<file path="src/hdl/count_cell.sv">
// constants package and one up-counting cell of the dual timer/counter
// assumes a single 50 MHz clock and an asynchronous active-high reset

package tmr_pkg;
    // register map, byte-wide registers on a 4-bit address
    localparam int         ADDR_W    = 4;
    localparam logic [3:0] A_CTRL0   = 4'h0;
    localparam logic [3:0] A_CTRL1   = 4'h1;
    localparam logic [3:0] A_MATCH0  = 4'h2;
    localparam logic [3:0] A_MATCH1  = 4'h3;
    localparam logic [3:0] A_DUTY0   = 4'h4;
    localparam logic [3:0] A_DUTY1   = 4'h5;
    localparam logic [3:0] A_SYS     = 4'h6;
    localparam logic [3:0] A_CNT0    = 4'h7;
    localparam logic [3:0] A_CNT1    = 4'h8;
    localparam logic [3:0] A_STAT    = 4'h9;
    // counter_control_reg fields
    localparam int         F_INIT    = 7;
    localparam int         F_SEL     = 4;
    localparam int         F_RUN     = 3;
    localparam int         F_MODE    = 0;
    // system register fields
    localparam int         F_DSS     = 0;
    localparam int         F_PWR     = 1;
    // reset values
    localparam logic [7:0] CTRL_RST  = 8'h00;
    localparam logic [7:0] MATCH_RST = 8'hFF;
    localparam logic [7:0] DUTY_RST  = 8'h80;
    localparam logic [2:0] SYS_RST   = 3'h0;
    // clocks and prescaler
    localparam int         FC_HZ     = 50000000;
    localparam int         FS_HZ     = 32768;
    localparam int         FS_DIV    = FC_HZ / FS_HZ;
    localparam int         PRE_W     = 11;
    localparam int         FS8_W     = 3;

    typedef enum logic [2:0] {
        M_TMR  = 3'b000,
        M_PDO  = 3'b001,
        M_PWM  = 3'b010,
        M_RSV  = 3'b011,
        M_T16  = 3'b100,
        M_WARM = 3'b101,
        M_P16  = 3'b110,
        M_PPG  = 3'b111
    } mode_t;

    typedef enum logic [2:0] {
        S_SLOW = 3'b000,
        S_D7   = 3'b001,
        S_D5   = 3'b010,
        S_D3   = 3'b011,
        S_FS   = 3'b100,
        S_D1   = 3'b101,
        S_FC   = 3'b110,
        S_PIN  = 3'b111
    } sel_t;

    typedef enum logic [1:0] {
        P_RUN    = 2'b00,
        P_IDLE   = 2'b01,
        P_LRUN   = 2'b10,
        P_LSLEEP = 2'b11
    } pwr_t;
endpackage

`timescale 1ns/100ps
`default_nettype none

////////////////////////////////////////////////////////////////////////////////
module count_cell #(
    parameter int W = 8
) (
    // clock and reset
    input  wire logic         clk_in,
    input  wire logic         rst_in,
    // control
    input  wire logic         run_in,
    input  wire logic         tick_in,
    input  wire logic         wrap_in,
    input  wire logic         clear_in,
    input  wire logic [W-1:0] cmp_in,
    // state
    output logic      [W-1:0] count_out,
    output logic              hit_out,
    output logic              ovf_out
);
    logic [W-1:0] cnt_q;
    logic [W-1:0] cnt_d;
    logic [W-1:0] nxt;

    // full-width compare of the value the tick is about to produce
    assign nxt       = cnt_q + 1'b1;
    assign hit_out   = tick_in && (nxt == cmp_in);
    assign ovf_out   = tick_in && (&cnt_q);
    assign count_out = cnt_q;

    // stop clears; a match clears only when wrapping is asked for
    assign cnt_d = (!run_in || clear_in) ? '0 :
                   !tick_in ? cnt_q :
                   (wrap_in && hit_out) ? '0 : nxt;

    always_ff @(posedge clk_in or posedge rst_in) begin
        if (rst_in) begin
            cnt_q <= '0;
        end else begin
            cnt_q <= cnt_d;
        end
    end
endmodule // count_cell

`default_nettype wire

</file>
<file path="src/hdl/dual_timer.sv">
// dual 8-bit timer/counter, chainable into one 16-bit counter
// assumes synchronous count pins and a byte-wide register port
`timescale 1ns/100ps
`default_nettype none

module dual_timer #(
    parameter int FS_DIV = tmr_pkg::FS_DIV
) (
    // clock and reset
    input  wire logic       clk_in,
    input  wire logic       rst_in,
    // register port
    input  wire logic [3:0] addr_in,
    input  wire logic [7:0] wdata_in,
    input  wire logic       wr_in,
    input  wire logic       rd_in,
    output logic      [7:0] rdata_out,
    // event count pins
    input  wire logic [1:0] count_pin_in,
    // events and pins
    output logic      [1:0] counter_match_irq_out,
    output logic      [1:0] divider_out_pin_out,
    output logic      [1:0] pwm_out_pin_out
);

    ////////////////////////////////////////////////////////////////////////////
    // low-power source check, used for both channels
    function automatic logic src_ok(input logic [2:0] md,
                                    input logic [2:0] sel,
                                    input logic       low);
        logic ok;
        ok = 1'b1;
        if (low) begin
            case (md)
                tmr_pkg::M_TMR:  ok = (sel == tmr_pkg::S_SLOW) || (sel == tmr_pkg::S_PIN);
                tmr_pkg::M_PDO:  ok = (sel == tmr_pkg::S_SLOW);
                tmr_pkg::M_PWM:  ok = (sel == tmr_pkg::S_SLOW) || (sel == tmr_pkg::S_FS);
                tmr_pkg::M_T16:  ok = (sel == tmr_pkg::S_SLOW) || (sel == tmr_pkg::S_PIN);
                tmr_pkg::M_WARM: ok = (sel == tmr_pkg::S_FC);
                tmr_pkg::M_P16:  ok = (sel != tmr_pkg::S_D7) && (sel != tmr_pkg::S_D5)
                                      && (sel != tmr_pkg::S_D3) && (sel != tmr_pkg::S_D1)
                                      && (sel != tmr_pkg::S_FC);
                default:         ok = 1'b0;
            endcase
        end
        return ok;
    endfunction

    ////////////////////////////////////////////////////////////////////////////
    // registers and prescaler state
    logic [7:0]                  ctrl_q [2];
    logic [7:0]                  match_q [2];
    logic [7:0]                  dutyw_q [2];
    logic [7:0]                  duty_q [2];
    logic [2:0]                  sys_q;
    logic [tmr_pkg::PRE_W-1:0]   pre_q;
    logic [15:0]                 fs_cnt_q;
    logic [tmr_pkg::FS8_W-1:0]   fs8_q;
    logic [1:0]                  pin_q;
    logic [1:0]                  fl_q;
    logic [1:0]                  irq_q;
    logic [1:0]                  div_q;
    logic [1:0]                  pwm_q;
    logic [7:0]                  rd_q;

    // decoded control
    logic [2:0]  mode   [2];
    logic [2:0]  sel    [2];
    logic [2:0]  md_src [2];
    logic [7:0]  tv     [2];
    logic [7:0]  cnt    [2];
    logic [1:0]  run, tick, wrap, clr, hit, ovf, dhit;
    logic [1:0]  tog, irq_d, ld, fl_d, reload, pdo_en, pwm_en;
    logic [1:0]  wr_ctrl, wr_match, wr_duty, fall;
    logic        casc, low, dss, slow;
    logic        fc2, fc8, fc32, fc128, fc2048, fs_tick, fs8_tick;
    logic [15:0] comb, comb_p1;
    logic        comb_hit, comb_dhit, comb_ovf, t16_mode;
    logic [7:0]  rmux;

    ////////////////////////////////////////////////////////////////////////////
    // system bits and chaining
    assign dss  = sys_q[tmr_pkg::F_DSS];
    assign low  = sys_q[tmr_pkg::F_PWR+1]; // low-speed run and sleep states
    assign casc = (mode[0] == tmr_pkg::M_RSV) && mode[1][2];

    // prescaler taps: one-cycle enables off the fast clock
    assign fc2      = pre_q[0];
    assign fc8      = &pre_q[2:0];
    assign fc32     = &pre_q[4:0];
    assign fc128    = &pre_q[6:0];
    assign fc2048   = &pre_q;
    assign fs_tick  = (fs_cnt_q == 16'(FS_DIV - 1));
    assign fs8_tick = fs_tick && (&fs8_q);
    // slow states lose the fast divider, so only slow/8 is left there
    assign slow     = (dss || low) ? fs8_tick : fc2048;
    assign fall     = pin_q & ~count_pin_in;

    always_ff @(posedge clk_in or posedge rst_in) begin
        if (rst_in) begin
            pre_q    <= '0;
            fs_cnt_q <= '0;
            fs8_q    <= '0;
            pin_q    <= 2'h3;
        end else begin
            pre_q    <= pre_q + 1'b1;
            fs_cnt_q <= fs_tick ? 16'h0000 : fs_cnt_q + 16'h0001;
            fs8_q    <= fs_tick ? fs8_q + 1'b1 : fs8_q;
            pin_q    <= count_pin_in;
        end
    end

    ////////////////////////////////////////////////////////////////////////////
    // per-channel decode, registers and counter cells
    genvar j;
    generate
        for (j = 0; j < 2; j++) begin : g_ch
            assign mode[j]     = ctrl_q[j][tmr_pkg::F_MODE +: 3];
            assign sel[j]      = ctrl_q[j][tmr_pkg::F_SEL +: 3];
            assign wr_ctrl[j]  = wr_in && (addr_in == (j ? tmr_pkg::A_CTRL1 : tmr_pkg::A_CTRL0));
            assign wr_match[j] = wr_in && (addr_in == (j ? tmr_pkg::A_MATCH1 : tmr_pkg::A_MATCH0));
            assign wr_duty[j]  = wr_in && (addr_in == (j ? tmr_pkg::A_DUTY1 : tmr_pkg::A_DUTY0));
            // source vector is indexed by the clock select code
            assign tv[j] = {fall[j], 1'b1, fc2, fs_tick, fc8, fc32, fc128, slow};
            // a stopped channel reloads its duty at once
            assign reload[j] = !run[j] || irq_d[j] || (casc && irq_d[1]);
            // flop takes the init bit on any control write made while stopped
            assign ld[j]     = wr_ctrl[j] && !ctrl_q[j][tmr_pkg::F_RUN];
            assign fl_d[j]   = ld[j] ? wdata_in[tmr_pkg::F_INIT] : fl_q[j] ^ tog[j];

            count_cell #(.W(8)) u_cell (
                .clk_in    (clk_in),
                .rst_in    (rst_in),
                .run_in    (run[j]),
                .tick_in   (tick[j]),
                .wrap_in   (wrap[j]),
                .clear_in  (clr[j]),
                .cmp_in    (match_q[j]),
                .count_out (cnt[j]),
                .hit_out   (hit[j]),
                .ovf_out   (ovf[j])
            );

            // register writes; the match register has no buffer stage
            always_ff @(posedge clk_in or posedge rst_in) begin
                if (rst_in) begin
                    ctrl_q[j]  <= tmr_pkg::CTRL_RST;
                    match_q[j] <= tmr_pkg::MATCH_RST;
                    dutyw_q[j] <= tmr_pkg::DUTY_RST;
                    duty_q[j]  <= tmr_pkg::DUTY_RST;
                end else begin
                    if (wr_ctrl[j])
                        ctrl_q[j] <= wdata_in;
                    if (wr_match[j])
                        match_q[j] <= wdata_in;
                    if (wr_duty[j])
                        dutyw_q[j] <= wdata_in;
                    if (reload[j])
                        duty_q[j] <= dutyw_q[j];
                end
            end

            // output flop, pins and match event, all registered
            always_ff @(posedge clk_in or posedge rst_in) begin
                if (rst_in) begin
                    fl_q[j]  <= 1'b0;
                    irq_q[j] <= 1'b0;
                    div_q[j] <= 1'b1;
                    pwm_q[j] <= 1'b1;
                end else begin
                    fl_q[j]  <= fl_d[j];
                    irq_q[j] <= irq_d[j];
                    div_q[j] <= pdo_en[j] ? ~fl_d[j] : 1'b1;
                    pwm_q[j] <= pwm_en[j] ? ~fl_d[j] : 1'b1;
                end
            end
        end
    endgenerate

    ////////////////////////////////////////////////////////////////////////////
    // run, source and tick; chained upper runs off the lower overflow
    assign run[1]    = ctrl_q[1][tmr_pkg::F_RUN];
    assign run[0]    = casc ? run[1] : ctrl_q[0][tmr_pkg::F_RUN];
    assign md_src[0] = casc ? mode[1] : mode[0];
    assign md_src[1] = mode[1];
    assign tick[0]   = run[0] && (casc || mode[0] != tmr_pkg::M_RSV)
                       && tv[0][sel[0]] && src_ok(md_src[0], sel[0], low);
    assign tick[1]   = casc ? ovf[0]
                            : run[1] && !mode[1][2] && (mode[1] != tmr_pkg::M_RSV)
                              && tv[1][sel[1]] && src_ok(md_src[1], sel[1], low);

    // 8-bit timer, event and divider modes wrap at the match
    assign wrap[0] = !casc && (mode[0] == tmr_pkg::M_TMR || mode[0] == tmr_pkg::M_PDO);
    assign wrap[1] = !casc && (mode[1] == tmr_pkg::M_TMR || mode[1] == tmr_pkg::M_PDO);
    assign dhit[0] = tick[0] && (cnt[0] + 8'h01 == duty_q[0]);
    assign dhit[1] = tick[1] && (cnt[1] + 8'h01 == duty_q[1]);

    // chained compare on the 16-bit value the lower tick produces
    assign comb      = {cnt[1], cnt[0]};
    assign comb_p1   = comb + 16'h0001;
    assign t16_mode  = (mode[1] == tmr_pkg::M_T16) || (mode[1] == tmr_pkg::M_WARM);
    assign comb_hit  = tick[0] && (comb_p1 == {match_q[1], match_q[0]});
    assign comb_dhit = tick[0] && (comb_p1 == {duty_q[1], duty_q[0]});
    assign comb_ovf  = tick[0] && (&comb);
    assign clr[0]    = casc && t16_mode && comb_hit;
    assign clr[1]    = clr[0];

    // flop toggles: divider on match, PWM on duty match and overflow
    assign tog[0] = !casc && ((mode[0] == tmr_pkg::M_PDO && hit[0])
                  || (mode[0] == tmr_pkg::M_PWM && (dhit[0] || ovf[0])));
    assign tog[1] = casc ? (mode[1] == tmr_pkg::M_P16 && (comb_dhit || comb_ovf))
                  : ((mode[1] == tmr_pkg::M_PDO && hit[1])
                  || (mode[1] == tmr_pkg::M_PWM && (dhit[1] || ovf[1])));

    // match events; a chained pair reports on the upper channel only
    assign irq_d[0] = !casc && (wrap[0] ? hit[0] : mode[0] == tmr_pkg::M_PWM && ovf[0]);
    assign irq_d[1] = casc ? (t16_mode ? comb_hit : mode[1] == tmr_pkg::M_P16 && comb_ovf)
                    : (wrap[1] ? hit[1] : mode[1] == tmr_pkg::M_PWM && ovf[1]);
    assign pdo_en[0] = !casc && mode[0] == tmr_pkg::M_PDO;
    assign pdo_en[1] = !casc && mode[1] == tmr_pkg::M_PDO;
    assign pwm_en[0] = !casc && mode[0] == tmr_pkg::M_PWM;
    assign pwm_en[1] = casc ? mode[1] == tmr_pkg::M_P16 : mode[1] == tmr_pkg::M_PWM;

    ////////////////////////////////////////////////////////////////////////////
    // system register and read port; data valid only the cycle after
    always_comb begin
        case (addr_in)
            tmr_pkg::A_CTRL0:  rmux = ctrl_q[0];
            tmr_pkg::A_CTRL1:  rmux = ctrl_q[1];
            tmr_pkg::A_MATCH0: rmux = match_q[0];
            tmr_pkg::A_MATCH1: rmux = match_q[1];
            tmr_pkg::A_DUTY0:  rmux = duty_q[0]; // active value, not the pending one
            tmr_pkg::A_DUTY1:  rmux = duty_q[1];
            tmr_pkg::A_SYS:    rmux = {5'h00, sys_q};
            tmr_pkg::A_CNT0:   rmux = cnt[0];
            tmr_pkg::A_CNT1:   rmux = cnt[1];
            tmr_pkg::A_STAT:   rmux = {5'h00, casc, fl_q};
            default:           rmux = 8'h00;
        endcase
    end

    always_ff @(posedge clk_in or posedge rst_in) begin
        if (rst_in) begin
            sys_q <= tmr_pkg::SYS_RST;
            rd_q  <= 8'h00;
        end else begin
            if (wr_in && addr_in == tmr_pkg::A_SYS)
                sys_q <= wdata_in[2:0];
            rd_q <= rd_in ? rmux : 8'h00;
        end
    end

    assign rdata_out             = rd_q;
    assign counter_match_irq_out = irq_q;
    assign divider_out_pin_out   = div_q;
    assign pwm_out_pin_out       = pwm_q;
endmodule // dual_timer

`default_nettype wire

</file>
<file path="config.mk">
export PLATFORM = sky130hd
export DESIGN_NAME = dual_timer
export DESIGN_NICKNAME = d
export VERILOG_FILES = /design/src/hdl/count_cell.sv /design/src/hdl/dual_timer.sv
export SDC_FILE = /design/constraint.sdc
export NUM_CORES = 1
export LEC_CHECK = 0
export BUFFER_PORTS_ARGS = -buffer_cell sky130_fd_sc_hd__buf_2
export CELL_PAD_IN_SITES_DETAIL_PLACEMENT = 0
export CELL_PAD_IN_SITES_GLOBAL_PLACEMENT = 1
export CORE_MARGIN = 5
export CORE_UTILIZATION = 50
export DETAILED_ROUTE_END_ITERATION = 16
export PLACE_DENSITY_LB_ADDON = 0.05
export SYNTH_ARGS = -nofsm -noshare
export SYNTH_HDL_FRONTEND = slang
export SYNTH_SLANG_ARGS = --single-unit
</file>
<file path="constraint.sdc">
create_clock -name clk_in -period 10.2 [get_ports clk_in]
set_input_delay 1.02 -clock clk_in [delete_from_list [all_inputs] [get_ports clk_in]]
set_output_delay 1.02 -clock clk_in [all_outputs]
set_load 0.02 [all_outputs]
</file>
### Yosys cells after proc, flatten, opt, wreduce, memory -nomap -nowiden

Index checks and enable logic that the tools add are counted.

| word-level totals | value |
|---|---|
| input port bits | 18 |
| register bits | 131 |
| bits in read-only memories | 0 |
| latch bits | 0 |
| memory bits (writable) | 0 |
| memories kept | 0 |
| logic and storage cells | 216 |
| output and inout port bits | 14 |

| cells by class | value |
|---|---|
| multiplexer cells | 33 |
| reductions and logical operators | 98 |
| multiply operators | 0 |
| $add $sub $neg | 6 |
| equality and inequality tests | 47 |
| divide/modulo/power cells | 0 |
| bitwise operators | 6 |
| order comparisons | 2 |
| shift-type cells | 0 |

Operators with widths:

| kind | count |
|---|---|
| 8-bit one-hot mux with 10 select lines | 1 |
| 8-bit two-way mux | 7 |
| 1-bit logical AND | 55 |
| 3-bit equality test, second input constant | 12 |
| 16-bit by 1-bit adder with 16-bit output, second input constant | 2 |
| 16-bit equality test | 2 |
| 8-bit equality test | 4 |
| 1-bit logical OR | 20 |
| 1-bit two-way mux | 19 |
| 3-bit by 2-bit != test with 1-bit output, second input constant | 6 |
| 8-bit by 1-bit adder with 8-bit output, second input constant | 2 |
| 16-bit by 11-bit equality test with 1-bit output, second input constant | 1 |
| 4-bit by 3-bit equality test with 1-bit output, second input constant | 4 |
| 16-bit two-way mux | 1 |
| 16-bit AND reduction | 1 |
| 8-bit AND reduction | 2 |
| 3-bit zero test | 5 |
| 3-bit by 2-bit equality test with 1-bit output, second input constant | 4 |
| 3-bit != test, second input constant | 4 |
| 11-bit by 1-bit adder with 11-bit output, second input constant | 1 |
| 11-bit AND reduction | 1 |
| 1-bit one-hot mux with 5 select lines | 2 |
| 3-bit by 1-bit equality test with 1-bit output, second input constant | 3 |
| 4-bit by 2-bit equality test with 1-bit output, second input constant | 2 |
| 18 further kinds | 31 |

### Logic depth before layout (Yosys ltp)

| depth | value |
|---|---|
| word-level depth | 19 |
| mapped depth | 13 |
| depth with buffers taken out | 11 |

### Modules after synthesis

A second synthesis with hierarchy kept.

| unflattened totals | value |
|---|---|
| cell total of the unflattened synthesis | 849 |
| area, all modules | 8648.3 µm² |

Modules (own cells, without submodules):

| module | area an instance (µm²) | cells each | times used | sequential area each (µm²) |
|---|---|---|---|---|
| dual_timer | 6971.7 | 653 | 1 | 2910.3 |
| count_cell | 838.3 | 98 | 2 | 200.2 |

### Worst setup path before layout

No wires, ideal clock.

| timing | value |
|---|---|
| kind | register -> register |
| start | register fs_cnt_q[3] |
| end | register duty_q[2] (netlist bit) |
| setup slack | 7.259 ns |
| stages on the path, launching flop included | 9 |
| path buffers | 0 |
| required time | 10.075 ns |
| period minus slack after synthesis | 2.941 ns |
| data arrival time | 2.816 ns |
| library setup time | 0.125 ns |
| path through | dfrtp_1 > or4b_4 > or3_1 > or3_4 > a22oi_4 > nand3_2 > or3_4 > nand4_4 > mux2_4 |

| between the ends | value |
|---|---|
| cells in the longest elaborated chain, start to end | 15 |
| elaborated cells between the ends (all ways) | 25 |
| classes of those cells | eq/ne (1); mux (9); reduce/logical (15) |

RTL lines:

| element | line | text |
|---|---|---|
| start: declaration | dual_timer.sv:57 | `logic [15:0] fs_cnt_q;` |
| start signal: assignment | dual_timer.sv:107 | `fs_cnt_q <= fs_tick ? 16'h0000 : fs_cnt_q + 16'h0001;` |
| 16-bit by 11-bit equality test with 1-bit output * | dual_timer.sv:93 | `assign fs_tick = (fs_cnt_q == 16'(FS_DIV - 1));` |
| 1-bit logical AND | dual_timer.sv:94 | `assign fs8_tick = fs_tick && (&fs8_q);` |
| 1-bit two-way mux | dual_timer.sv:96 | `assign slow = (dss \|\| low) ? fs8_tick : fc2048;` |
| 1-bit binary-select mux with 3-bit select | dual_timer.sv:187 | `&& tv[0][sel[0]] && src_ok(md_src[0], sel[0], low);` |
| 1-bit two-way mux (implied by the code) | dual_timer.sv:187 |  |
| 1-bit logical AND (2 in a row) | dual_timer.sv:187 |  |
| 1-bit logical AND | count_cell.sv:95 | `assign ovf_out = tick_in && (&cnt_q);` |
| 1-bit two-way mux | dual_timer.sv:188 | `assign tick[1] = casc ? ovf[0]` |
| 1-bit logical AND | count_cell.sv:95 |  |
| 1-bit logical AND | dual_timer.sv:218 | `: (wrap[1] ? hit[1] : mode[1] == tmr_pkg::M_PWM && ovf[1]);` |
| 1-bit two-way mux | dual_timer.sv:218 |  |
| 1-bit two-way mux * | dual_timer.sv:217 | `assign irq_d[1] = casc ? (t16_mode ? comb_hit : mode[1] == tmr_pkg::M_P16 && comb_ovf)` |
| 1-bit logical OR / 1-bit logical AND (equally long branches) | dual_timer.sv:126 | `assign reload[j] = !run[j] \|\| irq_d[j] \|\| (casc && irq_d[1]);` |
| 1-bit logical OR * | dual_timer.sv:126 |  |
| end signal: indexed assignment | dual_timer.sv:150 | `duty_q[j] <= tmr_pkg::DUTY_RST;` |
| end signal: indexed assignment | dual_timer.sv:159 | `duty_q[j] <= dutyw_q[j];` |
| end: declaration | dual_timer.sv:54 | `logic [7:0] duty_q [2];` |

Mark *: on every way between the ends. The rest lies on a longest branch, timed or not. The select of a mux whose other input is x is not followed.
A chain may end at the register's enable or synchronous reset.

### Worst setup path after layout

| timing | value |
|---|---|
| start | register g_ch[1].u_cell.cnt_q[0] |
| end | register duty_q[11] (netlist bit) |

| between the ends | value |
|---|---|
| cells in the longest elaborated chain, start to end | 7 |
| elaborated cells between the ends (all ways) | 17 |
| classes of those cells | add/sub (2); eq/ne (2); mux (3); reduce/logical (10) |

RTL lines:

| element | line | text |
|---|---|---|
| start: declaration | count_cell.sv:88 | `logic [W-1:0] cnt_q;` |
| start signal: assignment | count_cell.sv:107 | `cnt_q <= cnt_d;` |
| 16-bit by 1-bit adder with 16-bit output (tied with other cells) | dual_timer.sv:200 | `assign comb_p1 = comb + 16'h0001;` |
| 16-bit equality test (tied with other cells) | dual_timer.sv:202 | `assign comb_hit = tick[0] && (comb_p1 == {match_q[1], match_q[0]});` |
| 1-bit logical AND (on tied branches) | - |  |
| 1-bit two-way mux (on tied branches) | dual_timer.sv:217, dual_timer.sv:218 |  |
| 1-bit two-way mux * | dual_timer.sv:217 |  |
| 1-bit logical AND * | dual_timer.sv:126 |  |
| 1-bit logical OR * | dual_timer.sv:126 |  |

Mark *: on every way between the ends. The rest lies on a longest branch, timed or not.

==> metrics.cfg <==
[outcome]
outcome=finished clean

[clock_tree]
insertion_delay_ns=0.43
cts_hold_buf=0
cts_tree=built
root_buffer=clkbuf_16
clk_pin_slew_ns=0.06
htree_levels=4
cts_post_setup_buffers_inserted=0
cts_made_buffers=17
postCtsResizedCells=0
clkSinkCount=131
clk_path_buf_depth=2

[floorplan]
row_count=46
initial_core_util=0.510
pin_count=32
dieWidth_um=137
dieArea_sq_um=18900
die_y_um=137
core_area_sq_um=15900

[route]
drtIter0Drc=654
num_vias=6548
wl_per_cell_um=22.4
dr.pass1.iters=8
drcViolationCount=0
viasPerCell=6.22
ant_nets=0
wirelength_um=23600

[sta]
setup_slack_ns=6.36
rsz0062_at_grt=false
hold_viol_final=0
maxSlewHeadroom=0.360
min_period_over_period=0.376
period_minus_slack_ns=3.84
skew_ns=0.0103
tightest_slew_ns=0.960
max_freq_ghz=0.260
setup_viol=0
drv_slew=0
setup_tns_ns=0

[worst_setup_path]
crit_path_start_kind=register
critPathKind=reg2reg
setup.worst_path.end=duty_q[11]
worstSetupEndpointType=register
reg2regPathDepth=9
rrSetupSlack_ns=6.36
rr_endpoint=duty_q[11]
startpoint=g_ch[1].u_cell.count_out[0]
slowest_stage=dfrtp_1
critical_path.cell_chain=ha_1 > nand3_1 > or3_1 > a211oi_1 > o22ai_1 > nor4_1 > a31o_2 > a21o_1 > mux2_2
critPathRequiredTime_ns=10.51
max_stage_delay_ns=0.67
critPathBufInv=0
arrival_ns=4.15
r2r_start=g_ch[1].u_cell.count_out[0]
worstSetupPathDepth=9
crit_path_max_fanout=15
critical-path-top-delay-family=compound AO/OA/AOI/OAI gates

[power_and_ir_drop]
swShare=0.335
comb_power_share=0.216
cellPowerDensity_nw_per_um2=203
power_frac_seq=0.424
p_switching_mw=0.611
p_int_mw=1.21
vdd_drop_max_mv=0.130
power_leakage_nw=3.64
pwr-share-clk=0.361

[global_route]
grt_pass1_wl_um=37400
grt_pass1_vias=6538
gr-total-overflow=0
antenna_found_initial=0
grt_usage=0.264
grt_start_max_net_pins=80

[synthesis]
synthFlopType=dfrtp_1
async_reset_ff_frac=1.00
syn-num-nets=851
yosysTopAreaCellShare=0.324
synth_top_cell_by_area=dfrtp_1
synth.distinct_cells=88
avgSynthCellArea_sq_um=9.83
netlist_instances=824
synth_edf_count=0
synthesis.area_sq_um=8100
ys_ff_latch=131
seq_area_frac_synth=0.409
yosysWarnings=0
ys_top_cells_by_area=dfrtp_1 32%, mux2_2 8.5%, dfstp_2 8.4%

[cells_and_area]
num-fill-cells=1416
postLayoutCellArea_sq_um=8970
syn2layout_area_growth_pct=10.7
postLayoutCoreUtil=0.565
finalNonFillerCells=1053
drive_gt1_frac=0.220
nNetsFinal=850

[place]
gp_congestion=0.958
dp_hpwl_um=17100
place.port_buffers=31
dp.cells=1020
post-place-ws_ns=6.43
placed_cell_area_sq_um=8340

[flow_run]
maxCapViolCount=0

[min_path]
min_path_type=reg2reg

kinds of logic (layout without fill, tap and decap cells):
kind of cell	after synthesis	count (layout)	share of synthesized area
compound gates	164	164	0.140
xor+xnor	65	65	0.0736
fa+ha+maj	9	9	0.0139
buf+inv	74	86	0.0367
flops	131	131	0.409
mux	88	88	0.126
other cells	0	1	0
simple gates	293	293	0.201
sequential cells by signal, summed over array words and instances, names as in the netlist:
name,cells
g_ch.u_cell.count_out,16
sys_q,3
divider_out_pin_out,2
pin_q,2
match_q,16
duty_q,16
pwm_out_pin_out,2
rdata_out,8
ctrl_q,16
dutyw_q,16
fs_cnt_q,16
fs8_q,3
counter_match_irq_out,2
pre_q,11
fl_q,2
synthesized netlist by cell type (all sizes together) (4+ instances only):
cell and count:
xor2 22, a211oi 8, and2 9, or3 14, buf 13, xnor2 41
nor2 74, clkbuf 41, or4 5, dfrtp 105, nand2 37, a21o 6
nor3 23, nor2b 13, a22oi 8, a22o 7, ha 9, o21ai 33
o22ai 6, and3 15, o211ai 5, a221oi 5, a21oi 39, mux2 70
a31oi 11, nor4 12, nand2b 6, mux2i 16, nor3b 6, or4b 6
nand4b 4, nand4 13, and4 5, nand3 36, or2 5, inv 19
dfstp 26
per-stage QoR:
step           total power, mW  hold slack (ns)
2_1_floorplan             1.02            0.434
3_3_place_gp              1.15            0.454
6_report                  1.82            0.475
3_5_place_dp              1.16            0.461
4_1_cts                   1.82            0.476
5_1_grt                   1.90            0.494
area by class of cell:
cell class              instances  area, sq um  area share
multi-input cells             619         4500       0.502
flip-flops and latches        131         3310       0.369
clock buffers                  18          439      0.0490
well taps                     216          270      0.0301
clock inverters                14          190      0.0212
repair buffers                 34          178      0.0198
inverters                      20         77.6     0.00865
diodes                          1         2.50    0.000279
power groups by stage:
stage	sequential, mW	combinational, mW	clock (mW)
after floorplan	0.685	0.336	0
after global placement	0.770	0.381	0
after detailed placement	0.773	0.386	0
after CTS	0.765	0.389	0.668
after global routing	0.779	0.429	0.693
final	0.772	0.393	0.658
layout by cell type, fill, tap and decap left out, types with 4 or more instances in the layout:
master / synthesis / final
a211oi_1: 8 / 8
a21o_1: 5 / 5
a21oi_1: 39 / 39
a221oi_1: 5 / 5
a22o_1: 7 / 7
a22oi_1: 7 / 7
a31oi_1: 11 / 11
and2_1: 9 / 9
and3_1: 14 / 14
and4_1: 5 / 5
buf_2: 9 / 31
clkbuf_16: 0 / 17
dfrtp_1: 105 / 105
dfstp_2: 26 / 26
ha_1: 9 / 9
inv_1: 19 / 18
inv_6: 0 / 4
mux2_2: 61 / 61
mux2_4: 8 / 8
mux2i_1: 16 / 16
nand2_1: 37 / 37
nand2b_1: 6 / 6
nand3_1: 34 / 34
nand4_1: 11 / 11
nand4b_1: 4 / 4
nor2_1: 74 / 74
nor2b_1: 13 / 13
nor3_1: 23 / 23
nor3b_1: 6 / 6
nor4_1: 10 / 9
o211ai_1: 5 / 5
o21ai_0: 33 / 33
o22ai_1: 6 / 6
or2_2: 5 / 5
or3_1: 12 / 12
or4_1: 5 / 5
or4b_1: 5 / 5
xnor2_1: 41 / 41
xor2_1: 22 / 22
metal layers:
layer	routed length (um)	global-route usage	vias to the layer above
met4	566	0.0876	0
met5	0	0	-
met1	10300	0.354	3250
met2	11200	0.424	226
met3	1570	0.0610	43
li1	-	-	3029
worst min path at each step:
stage,cells past startpoint,endpoint,slack [ns],start
6_report,1,fs_cnt_q[15],0.48,fs_cnt_q[15]
5_1_grt,1,fs_cnt_q[15],0.49,fs_cnt_q[15]
3_5_place_dp,1,fs_cnt_q[15],0.46,fs_cnt_q[15]
4_1_cts,1,fs_cnt_q[15],0.48,fs_cnt_q[15]
3_3_place_gp,1,fs_cnt_q[15],0.45,fs_cnt_q[15]
2_1_floorplan,1,fs_cnt_q[15],0.43,fs_cnt_q[15]
Power figures use the tool's default switching activity.
